## config.mk

```make
export PLATFORM = sky130hd
export DESIGN_NAME = cebx_core
export DESIGN_NICKNAME = d
export VERILOG_FILES = /design/src/cebx_pkg.sv /design/src/cebx_core.sv
export VERILOG_INCLUDE_DIRS = /design/src
export SDC_FILE = /design/constraint.sdc
export NUM_CORES = 2
export LEC_CHECK = 0
export BUFFER_PORTS_ARGS = -buffer_cell sky130_fd_sc_hd__buf_2
export CAP_MARGIN = 25
export CORE_UTILIZATION = 30
export CTS_CLUSTER_DIAMETER = 150
export DETAILED_ROUTE_END_ITERATION = 16
export SLEW_MARGIN = 25
export SYNTH_ARGS = -nofsm -noshare
export SYNTH_HDL_FRONTEND = slang
export SYNTH_SLANG_ARGS = --single-unit
```

## constraint.sdc

```tcl
create_clock -name i_clk -period 28 [get_ports i_clk]
set_clock_uncertainty 0.1 [all_clocks]
set_input_delay 1.4 -clock i_clk [delete_from_list [all_inputs] [get_ports i_clk]]
set_output_delay 1.4 -clock i_clk [all_outputs]
set_load 0.01 [all_outputs]
```

## src/cebx_params.svh

```systemverilog
// Constants for the conditional execution and branch-exchange core.
// Operation
// RULE1: Check condition bits 31:28 against N Z C V; execute only on pass, else ignore.
// RULE2: Codes 0000-0111 test Z, C, N, V set or clear in turn.
// RULE3: Code 1000 needs C set and Z clear; 1001 needs C clear or Z set.
// RULE4: 1010 N==V, 1011 N!=V, 1100 Z clear and N==V, 1101 Z set or N!=V.
// RULE5: Code 1110 always executes regardless of the flags.
// RULE6: Software never issues condition code 1111.
// RULE7: Passing branch-state-swap loads PC from the register and flushes the pipeline.
// RULE8: Branch-state-swap copies register bit 0 into the compact-state select bit.
// RULE9: Branch-state-swap takes two sequential cycles plus one non-sequential cycle.
// RULE10: Software never names the program counter as the branch-state-swap operand.
// RULE11: Add-with-carry writes first operand plus second operand plus carry.
// RULE12: Subtract-with-carry is a minus b minus not carry; reverse swaps operands.
// RULE13: Bit-clear writes first operand AND NOT second operand.
// RULE14: Exclusive-or writes bits set in exactly one operand.
// RULE15: Compare and test ops update flags only, from sub, add, xor, and.
// RULE16: Branch-with-link saves the program counter in the link register, then branches.
// RULE17: Move-inverted writes the complement of the second operand.
// RULE18: Swap loads destination from memory at base, then stores source there.
// RULE19: Status-write copies a register into the status word; status-read copies back.
// RULE20: Conditions see the flags left by every earlier instruction.
`ifndef CEBX_PARAMS_SVH
`define CEBX_PARAMS_SVH
`define CEBX_F_COND    31:28
`define CEBX_F_CLS     27:25
`define CEBX_F_IBIT    25
`define CEBX_F_LINK    24
`define CEBX_F_OPC     24:21
`define CEBX_F_SBIT    20
`define CEBX_F_RN      19:16
`define CEBX_F_RD      15:12
`define CEBX_F_ROT     11:8
`define CEBX_F_IMM     7:0
`define CEBX_F_RM      3:0
`define CEBX_F_BOFS    23:0
`define CEBX_F_BXBODY  27:4
`define CEBX_F_SWPHI   27:23
`define CEBX_F_SWPMID  21:20
`define CEBX_F_LO8     11:4
`define CEBX_F_MRSMID  21:16
`define CEBX_F_MSRMID  21:12
`define CEBX_F_OPGRP   3:2
`define CEBX_BX_PAT    24'h12FFF1
`define CEBX_SWPHI_PAT 5'h02
`define CEBX_SWPMID_PAT 2'h0
`define CEBX_SWPLO_PAT 8'h09
`define CEBX_PSRLO_PAT 8'h00
`define CEBX_MRS_PAT   6'h0F
`define CEBX_MSR_PAT   10'h29F
`define CEBX_CLS_BR    3'h5
`define CEBX_GRP_TEST  2'h2
`define CEBX_PC_IDX    4'hF
`define CEBX_LR_IDX    4'hE
`define CEBX_PC_AHEAD  32'h8
`define CEBX_STEP_WIDE 32'h4
`define CEBX_STEP_CMPT 32'h2
`define CEBX_ALIGN_W   32'hFFFFFFFC
`define CEBX_ALIGN_H   32'hFFFFFFFE
`define CEBX_PSR_FLAGS 31:28
`define CEBX_PSR_TBIT  5
`define CEBX_FN 3
`define CEBX_FZ 2
`define CEBX_FC 1
`define CEBX_FV 0
`define CEBX_CC_EQ 4'h0
`define CEBX_CC_NE 4'h1
`define CEBX_CC_CS 4'h2
`define CEBX_CC_CC 4'h3
`define CEBX_CC_MI 4'h4
`define CEBX_CC_PL 4'h5
`define CEBX_CC_VS 4'h6
`define CEBX_CC_VC 4'h7
`define CEBX_CC_HI 4'h8
`define CEBX_CC_LS 4'h9
`define CEBX_CC_GE 4'hA
`define CEBX_CC_LT 4'hB
`define CEBX_CC_GT 4'hC
`define CEBX_CC_LE 4'hD
`define CEBX_CC_AL 4'hE
`define CEBX_OP_AND 4'h0
`define CEBX_OP_EOR 4'h1
`define CEBX_OP_SUB 4'h2
`define CEBX_OP_RSB 4'h3
`define CEBX_OP_ADD 4'h4
`define CEBX_OP_ADC 4'h5
`define CEBX_OP_SBC 4'h6
`define CEBX_OP_RSC 4'h7
`define CEBX_OP_TST 4'h8
`define CEBX_OP_TEQ 4'h9
`define CEBX_OP_CMP 4'hA
`define CEBX_OP_CMN 4'hB
`define CEBX_OP_ORR 4'hC
`define CEBX_OP_MOV 4'hD
`define CEBX_OP_BIC 4'hE
`define CEBX_OP_MVN 4'hF
`endif

```

## src/cebx_pkg.sv

```systemverilog
// Types shared by the conditional execution and branch-exchange core.
package cebx_pkg;
   typedef enum logic [2:0] {
      st_idle, st_br_n, st_br_s1, st_br_s2, st_swp_rd, st_swp_wr
   } cebx_state_e;

   typedef struct packed {
      cebx_state_e       st;
      logic [31:0]       pc;
      logic [3:0]        flags;
      logic              tbit;
      logic [14:0][31:0] regs;
      logic              rdy;
      logic              retired;
      logic              skipped;
      logic              flush;
      logic              nseq;
      logic              mem_req;
      logic              mem_we;
      logic [31:0]       mem_addr;
      logic [31:0]       mem_wdata;
      logic [3:0]        swp_rd;
      logic [31:0]       dbg;
   } cebx_regs_s;
endpackage

```

## src/cebx_core.sv

```systemverilog
// Condition evaluation, data operations, branches and swap of a 32-bit core.
`timescale 1ns/10ps
`include "cebx_params.svh"
module cebx_core
   import cebx_pkg::*;
(
   // Clock and reset
   input  wire logic        i_clk,
   input  wire logic        i_sys_rst,
   // Instruction stream
   input  wire logic        i_instr_valid,
   input  wire logic [31:0] i_instr,
   output logic             o_instr_ready,
   output logic             o_retired,
   output logic             o_skipped,
   // Program flow
   output logic [31:0]      o_pc,
   output logic             o_flush,
   output logic             o_nonseq,
   output logic             o_compact_state,
   output logic [3:0]       o_flags,
   // Data memory
   output logic             o_mem_req,
   output logic             o_mem_we,
   output logic [31:0]      o_mem_addr,
   output logic [31:0]      o_mem_wdata,
   input  wire logic        i_mem_ack,
   input  wire logic [31:0] i_mem_rdata,
   // Register inspection
   input  wire logic [3:0]  i_dbg_idx,
   output logic [31:0]      o_dbg_data
);

   cebx_regs_s  s_r;
   cebx_regs_s  s_nxt;
   logic        take;
   logic        pass;
   logic        is_bx;
   logic        is_swp;
   logic        is_mrs;
   logic        is_msr;
   logic        is_br;
   logic        is_dp;
   logic [3:0]  cc;
   logic [3:0]  opc;
   logic [31:0] op_a;
   logic [31:0] op_b;
   logic [31:0] rm_val;
   logic [63:0] rot_imm;
   logic [32:0] sum;
   logic [31:0] res;
   logic        arith;
   logic [31:0] br_target;
   logic [31:0] bx_target;

   // Reading the program counter yields the prefetch address two words ahead.
   function automatic logic [31:0] reg_rd(input cebx_regs_s s, input logic [3:0] idx);
      if (idx == `CEBX_PC_IDX) begin
         return s.pc + `CEBX_PC_AHEAD;
      end
      return s.regs[idx];
   endfunction

   function automatic logic [32:0] addc(input logic [31:0] a, input logic [31:0] b,
                                        input logic cin);
      return {1'b0, a} + {1'b0, b} + {32'h0, cin};
   endfunction

   function automatic logic cond_ok(input logic [3:0] c, input logic [3:0] f);
      logic n;
      logic z;
      logic cy;
      logic v;
      n  = f[`CEBX_FN];
      z  = f[`CEBX_FZ];
      cy = f[`CEBX_FC];
      v  = f[`CEBX_FV];
      case (c)
         // RULE2: single flag tests.
         `CEBX_CC_EQ: return z;
         `CEBX_CC_NE: return !z;
         `CEBX_CC_CS: return cy;
         `CEBX_CC_CC: return !cy;
         `CEBX_CC_MI: return n;
         `CEBX_CC_PL: return !n;
         `CEBX_CC_VS: return v;
         `CEBX_CC_VC: return !v;
         // RULE3: unsigned compare codes.
         `CEBX_CC_HI: return cy && !z;
         `CEBX_CC_LS: return !cy || z;
         // RULE4: signed compare codes.
         `CEBX_CC_GE: return n == v;
         `CEBX_CC_LT: return n != v;
         `CEBX_CC_GT: return !z && (n == v);
         `CEBX_CC_LE: return z || (n != v);
         // RULE5: always executes.
         `CEBX_CC_AL: return 1'b1;
         // RULE6: reserved code is never issued, so it is simply treated as failing.
         default:     return 1'b0;
      endcase
   endfunction

   // Decode of the wide instruction set.
   always_comb begin
      take   = i_instr_valid && s_r.rdy;
      cc     = i_instr[`CEBX_F_COND];
      opc    = i_instr[`CEBX_F_OPC];
      // RULE20: flags register already holds every earlier result.
      pass   = cond_ok(cc, s_r.flags);
      is_bx  = i_instr[`CEBX_F_BXBODY] == `CEBX_BX_PAT;
      is_swp = i_instr[`CEBX_F_SWPHI] == `CEBX_SWPHI_PAT
               && i_instr[`CEBX_F_SWPMID] == `CEBX_SWPMID_PAT
               && i_instr[`CEBX_F_LO8] == `CEBX_SWPLO_PAT;
      is_mrs = i_instr[`CEBX_F_SWPHI] == `CEBX_SWPHI_PAT
               && i_instr[`CEBX_F_MRSMID] == `CEBX_MRS_PAT
               && i_instr[`CEBX_F_LO8] == `CEBX_PSRLO_PAT;
      is_msr = i_instr[`CEBX_F_SWPHI] == `CEBX_SWPHI_PAT
               && i_instr[`CEBX_F_MSRMID] == `CEBX_MSR_PAT
               && i_instr[`CEBX_F_LO8] == `CEBX_PSRLO_PAT;
      is_br  = i_instr[`CEBX_F_CLS] == `CEBX_CLS_BR;
      is_dp  = i_instr[`CEBX_F_CLS] == 3'h0 || i_instr[`CEBX_F_CLS] == 3'h1;
      rm_val = reg_rd(s_r, i_instr[`CEBX_F_RM]);
      op_a   = reg_rd(s_r, i_instr[`CEBX_F_RN]);
      // Immediate operand is an 8-bit value rotated right by twice the rotate field.
      rot_imm = {24'h0, i_instr[`CEBX_F_IMM], 24'h0, i_instr[`CEBX_F_IMM]}
                >> {i_instr[`CEBX_F_ROT], 1'b0};
      // Register operands are taken unshifted; the shift field is not decoded.
      op_b   = i_instr[`CEBX_F_IBIT] ? rot_imm[31:0] : rm_val;
      br_target = s_r.pc + `CEBX_PC_AHEAD
                  + {{6{i_instr[23]}}, i_instr[`CEBX_F_BOFS], 2'h0};
      bx_target = rm_val;
      arith = 1'b1;
      sum   = 33'h0;
      res   = 32'h0;
      case (opc)
         `CEBX_OP_AND, `CEBX_OP_TST: begin
            arith = 1'b0;
            res   = op_a & op_b;
         end
         // RULE14: exclusive-or result.
         `CEBX_OP_EOR, `CEBX_OP_TEQ: begin
            arith = 1'b0;
            res   = op_a ^ op_b;
         end
         `CEBX_OP_SUB, `CEBX_OP_CMP: begin
            sum = addc(op_a, ~op_b, 1'b1);
         end
         `CEBX_OP_RSB: begin
            sum = addc(op_b, ~op_a, 1'b1);
         end
         `CEBX_OP_ADD, `CEBX_OP_CMN: begin
            sum = addc(op_a, op_b, 1'b0);
         end
         // RULE11: add with carry in.
         `CEBX_OP_ADC: begin
            sum = addc(op_a, op_b, s_r.flags[`CEBX_FC]);
         end
         // RULE12: borrow is the inverted carry.
         `CEBX_OP_SBC: begin
            sum = addc(op_a, ~op_b, s_r.flags[`CEBX_FC]);
         end
         `CEBX_OP_RSC: begin
            sum = addc(op_b, ~op_a, s_r.flags[`CEBX_FC]);
         end
         `CEBX_OP_ORR: begin
            arith = 1'b0;
            res   = op_a | op_b;
         end
         `CEBX_OP_MOV: begin
            arith = 1'b0;
            res   = op_b;
         end
         // RULE13: bit clear.
         `CEBX_OP_BIC: begin
            arith = 1'b0;
            res   = op_a & ~op_b;
         end
         // RULE17: move inverted.
         default: begin
            arith = 1'b0;
            res   = ~op_b;
         end
      endcase
      if (arith) begin
         res = sum[31:0];
      end
   end

   // Next-state logic.
   always_comb begin
      s_nxt         = s_r;
      s_nxt.retired = 1'b0;
      s_nxt.skipped = 1'b0;
      s_nxt.flush   = 1'b0;
      s_nxt.dbg     = reg_rd(s_r, i_dbg_idx);
      case (s_r.st)
         st_idle: begin
            if (take) begin
               s_nxt.pc = s_r.pc + (s_r.tbit ? `CEBX_STEP_CMPT : `CEBX_STEP_WIDE);
               // RULE1: failing or compact-state instructions are ignored.
               if (s_r.tbit || !pass) begin
                  s_nxt.skipped = 1'b1;
               end else if (is_bx) begin
                  // RULE7: load PC from the register and refill.
                  s_nxt.pc      = bx_target & `CEBX_ALIGN_H;
                  s_nxt.flush   = 1'b1;
                  s_nxt.retired = 1'b1;
                  s_nxt.st      = st_br_n;
                  // RULE8: bit 0 selects the decoding state.
                  s_nxt.tbit    = bx_target[0];
               end else if (is_swp) begin
                  // RULE18: read phase first; source held for the store phase.
                  s_nxt.mem_req   = 1'b1;
                  s_nxt.mem_we    = 1'b0;
                  s_nxt.mem_addr  = op_a;
                  s_nxt.mem_wdata = rm_val;
                  s_nxt.swp_rd    = i_instr[`CEBX_F_RD];
                  s_nxt.st        = st_swp_rd;
               end else if (is_mrs) begin
                  // RULE19: status word into a register.
                  s_nxt.retired = 1'b1;
                  if (i_instr[`CEBX_F_RD] != `CEBX_PC_IDX) begin
                     s_nxt.regs[i_instr[`CEBX_F_RD]] = 32'h0;
                     s_nxt.regs[i_instr[`CEBX_F_RD]][`CEBX_PSR_FLAGS] = s_r.flags;
                     s_nxt.regs[i_instr[`CEBX_F_RD]][`CEBX_PSR_TBIT]  = s_r.tbit;
                  end
               end else if (is_msr) begin
                  // RULE19: register into the status flags.
                  s_nxt.retired = 1'b1;
                  s_nxt.flags   = rm_val[`CEBX_PSR_FLAGS];
               end else if (is_br) begin
                  s_nxt.retired = 1'b1;
                  // RULE16: link gets the following instruction address.
                  if (i_instr[`CEBX_F_LINK]) begin
                     s_nxt.regs[`CEBX_LR_IDX] = (s_r.pc + `CEBX_STEP_WIDE) & `CEBX_ALIGN_W;
                  end
                  s_nxt.pc    = br_target;
                  s_nxt.flush = 1'b1;
                  s_nxt.st    = st_br_n;
               end else if (is_dp) begin
                  s_nxt.retired = 1'b1;
                  // RULE15: flag update; test group writes no register.
                  if (i_instr[`CEBX_F_SBIT]) begin
                     s_nxt.flags[`CEBX_FN] = res[31];
                     s_nxt.flags[`CEBX_FZ] = res == 32'h0;
                     if (arith) begin
                        s_nxt.flags[`CEBX_FC] = sum[32];
                        // Reverse forms take their sign reference from the second operand.
                        s_nxt.flags[`CEBX_FV] = (sum[31] ^ ((opc == `CEBX_OP_RSB
                           || opc == `CEBX_OP_RSC) ? op_b[31] : op_a[31]))
                           & ~(op_a[31] ^ op_b[31] ^ (opc == `CEBX_OP_SUB
                              || opc == `CEBX_OP_SBC || opc == `CEBX_OP_CMP
                              || opc == `CEBX_OP_RSB || opc == `CEBX_OP_RSC));
                     end
                  end
                  if (opc[`CEBX_F_OPGRP] != `CEBX_GRP_TEST) begin
                     if (i_instr[`CEBX_F_RD] == `CEBX_PC_IDX) begin
                        s_nxt.pc    = res & `CEBX_ALIGN_W;
                        s_nxt.flush = 1'b1;
                        s_nxt.st    = st_br_n;
                     end else begin
                        s_nxt.regs[i_instr[`CEBX_F_RD]] = res;
                     end
                  end
               end else begin
                  // Memory block, coprocessor and other forms are not handled here.
                  s_nxt.skipped = 1'b1;
               end
            end
         end
         // RULE9: one non-sequential then two sequential refill cycles.
         st_br_n: begin
            s_nxt.st = st_br_s1;
         end
         st_br_s1: begin
            s_nxt.st = st_br_s2;
         end
         st_br_s2: begin
            s_nxt.st = st_idle;
         end
         st_swp_rd: begin
            if (i_mem_ack) begin
               if (s_r.swp_rd != `CEBX_PC_IDX) begin
                  s_nxt.regs[s_r.swp_rd] = i_mem_rdata;
               end
               // RULE18: store the source to the same address.
               s_nxt.mem_we = 1'b1;
               s_nxt.st     = st_swp_wr;
            end
         end
         st_swp_wr: begin
            if (i_mem_ack) begin
               s_nxt.mem_req = 1'b0;
               s_nxt.mem_we  = 1'b0;
               s_nxt.retired = 1'b1;
               s_nxt.st      = st_idle;
            end
         end
         default: begin
            s_nxt.st = st_idle;
         end
      endcase
      s_nxt.rdy  = s_nxt.st == st_idle;
      s_nxt.nseq = s_nxt.st == st_br_n;
   end

   always_ff @(posedge i_clk) begin
      if (i_sys_rst) begin
         s_r <= '0;
      end else begin
         s_r <= s_nxt;
      end
   end

   assign o_instr_ready   = s_r.rdy;
   assign o_retired       = s_r.retired;
   assign o_skipped       = s_r.skipped;
   assign o_pc            = s_r.pc;
   assign o_flush         = s_r.flush;
   assign o_nonseq        = s_r.nseq;
   assign o_compact_state = s_r.tbit;
   assign o_flags         = s_r.flags;
   assign o_mem_req       = s_r.mem_req;
   assign o_mem_we        = s_r.mem_we;
   assign o_mem_addr      = s_r.mem_addr;
   assign o_mem_wdata     = s_r.mem_wdata;
   assign o_dbg_data      = s_r.dbg;

   logic wide_take;
   assign wide_take = take && !s_r.tbit;
endmodule

```

==> results.yml <==
worst_setup_path:
  critPathBufInv: 4
  worstReg2RegEnd: "s_r[451]$_SDFFE_PP0P_"
  cp.required_ns: 28.49
  crit_path_top_delay_cell: "nand3_1"
  worstPathArrival_ns: 12.74
  critPathMaxStageDelay_ns: 0.78
  critical_path.startpoint: "i_instr[0]"
  crit_fanout: 65
  cp.depth: 28
  r2r_slack_ns: 16.94
  critical_path.top_delay_family: "compound AO/OA/AOI/OAI gates"
  path_class: "in2reg"
  endpoint: "s_r[234]$_SDFFE_PP0P_"
  r2r_cells: 27
  worstReg2RegStart: "o_pc[3]$_SDFFE_PP0P_"
  start_kind: "input port"
  end_kind: "flop"
cts:
  clock_latency_ns: 0.77
  cts_tree: "built"
  clk_path_buf_depth: 3
  post_cts_buffers: 0
  clockRootBuffer: "clkbuf_16"
  clock-sinks: 626
  cts_buffers: 83
  cts_max_level: 3
  cts_resized: 0
  holdBufCountCts: 0
  path_clk_slew_ns: 0.06
floorplan:
  fp.coreArea_um2: 195000
  die_y_um: 445
  rows: 162
  initial_core_util_pct: 30.2
  die-area_um2: 198000
  ios: 212
  die_x_um: 445
yosys:
  yosys-top-cells-area: "dfxtp_1, mux4_2, o21ai_0"
  netlist_instances: 7593
  synth.top_cells.by_count: "nor2_1, o21ai_0, nand2_1"
  synth_area_leader_cell: "dfxtp_1"
  ys.flop_type: "dfxtp_1"
  yosys.cell_types.count: 108
  synth_nets: 7824
  async_reset_ff_share_pct: 0
  yosys_register_bits: 626
  yosysSeqAreaShare_pct: 21.3
  synth-edff-count: 0
  synthesis.area_um2: 58800
  avgSynthCellArea_um2: 7.75
  synth_top_area_share_pct: 21.3
  yosys_warnings: 0
  synth.most_common_cell: "nor2_1"
pwr:
  leakage_nw: 21.5
  irDropWorstVdd_uv: 59.9
  powerDensity_nw_per_um2: 48.0
sta:
  hold_viol: 0
  max_freq_mhz: 81.7
  setup_viol: 0
  final.period_utilization_pct: 43.7
  holdWs_ns: 0.353
  fin_setup_tns_ns: 0
  drv_slew: 0
  worst_pin_slew_ns: 1.19
  relSlewSlack_pct: 19.8
  rsz0062_at_grt: "no"
  period_needed_ns: 12.25
drt:
  drtIter0Drc: 12000
  wire_per_inst_um: 34.7
  drc_errors: 0
  totalWireLength_um: 345000
  vias: 68200
  vias_per_cell: 6.85
  ant_nets: 0
  drt_pre_antenna_iters: 9
hold_path:
  worstHoldStart: "o_mem_addr[8]$_SDFFE_PP0P_"
  hp-class: "reg2reg"
finish:
  synthToLayoutAreaGrowth_pct: 9.73
  drive_gt1_share_pct: 15.5
  multi_input_area_um2: 42200
  layout.area.seq_um2: 12500
  fin_util_pct: 33.1
  finalNetCount: 7484
  n_fill_cell: 20500
placement:
  port-buffer-count: 210
  place_hpwl_um: 241000
  routabilityCongestion: 1.02
global_route:
  grt_usage_pct: 33.3
  grt_pass1_wl_um: 477000
  grt_pass1_vias: 62000
  overflow: 0
  grt_max_degree: 184
  antenna_found_initial: 27
status:
  status: "finished clean"
flow_run:
  maxCapViolCount: 0
-- layout by cell type, fill, tap and decap left out, drive strengths merged, types with 48 or more instances in the layout --
cell       n
ha       154
a2111oi   48
a22oi    252
nand2    657
and3      52
xor2      67
mux4     341
clkbuf   112
buf      459
dfxtp    626
mux2i    161
o22ai     78
a211oi   250
nor2     898
a221oi    63
nand3    141
o221ai    85
nand2b    53
inv      145
o211ai   228
nor3     261
a21oi    476
a311oi    56
o21ai    724
xnor2    141
-- flip-flops by register name, indices dropped and copies added (netlist names) --
| name | cells |
|---|---|
| o_retired | 1 |
| o_flags | 4 |
| o_compact_state | 1 |
| o_mem_req | 1 |
| o_flush | 1 |
| o_mem_wdata | 32 |
| o_dbg_data | 32 |
| o_instr_ready | 1 |
| o_mem_we | 1 |
| o_pc | 31 |
| s_r | 487 |
| o_nonseq | 1 |
| o_mem_addr | 32 |
| o_skipped | 1 |
-- metal layers --
layer	global-route usage [%]	up-vias	wire, µm
met4	29.7	26	36600
li1	-	27900	-
met5	0.684	-	355
met3	10.9	1585	45500
met2	48.3	5765	143000
met1	38.9	32900	120000
-- stage by stage --
step	power, mW	area (µm²)	cells	worst slack (ns)
global placement	1.91	61600	9787	15.48
detailed placement	1.91	61600	9787	15.51
finish	3.10	64600	9959	15.75
global route	3.16	64500	9946	15.40
floorplan	1.56	58800	7593	18.14
CTS	3.04	64400	9936	16.18
-- cells by family (layout without fill, tap and decap cells) --
logic type | after synthesis | in the layout | share of synthesized area, %
buf+inv | 1032 | 756 | 7.68
fa+ha+maj | 162 | 162 | 3.50
mux | 536 | 536 | 16.4
flops | 626 | 626 | 21.3
compound gates | 2672 | 2672 | 30.1
other cells | 1 | 19 | 0.00637
simple gates | 2356 | 2356 | 17.9
xor+xnor | 208 | 208 | 3.12
-- tightest hold or removal path, delay by kind of cell, from the launching register on --
kind	cells	cell delay [ns]
simple gates	1	0.05
flops	1	0.31
compound gates	1	0.05
-- worst min-delay path by stage --
stage	endpoint	slack (ns)	cells after the start
final	o_mem_addr[8]$_SDFFE_PP0P_	0.35	2
after global routing	o_mem_addr[0]$_SDFFE_PP0P_	0.37	2
after CTS	o_mem_addr[0]$_SDFFE_PP0P_	0.35	2
after detailed placement	o_mem_addr[0]$_SDFFE_PP0P_	0.35	2
after global placement	o_mem_addr[0]$_SDFFE_PP0P_	0.34	2
after floorplan	o_mem_addr[0]$_SDFFE_PP0P_	0.34	2
-- power by group --
part,switching (mW),leakage (nW),internal (mW),total (mW)
Clock,0.491,1.37,0.662,1.15
Combinational,0.696,15.1,0.297,0.993
Sequential,0.0396,5.06,0.917,0.956
-- cell type report --
| cell class | count | area share, % |
|---|---|---|
| inverters | 144 | 0.837 |
| well taps | 2624 | 5.08 |
| diodes | 18 | 0.0698 |
| clock inverters | 41 | 0.779 |
| multi-input cells | 5935 | 65.4 |
| repair buffers | 463 | 4.87 |
| clock buffers | 108 | 3.55 |
| flip-flops and latches | 626 | 19.4 |
(Power assumes the default switching activity.)
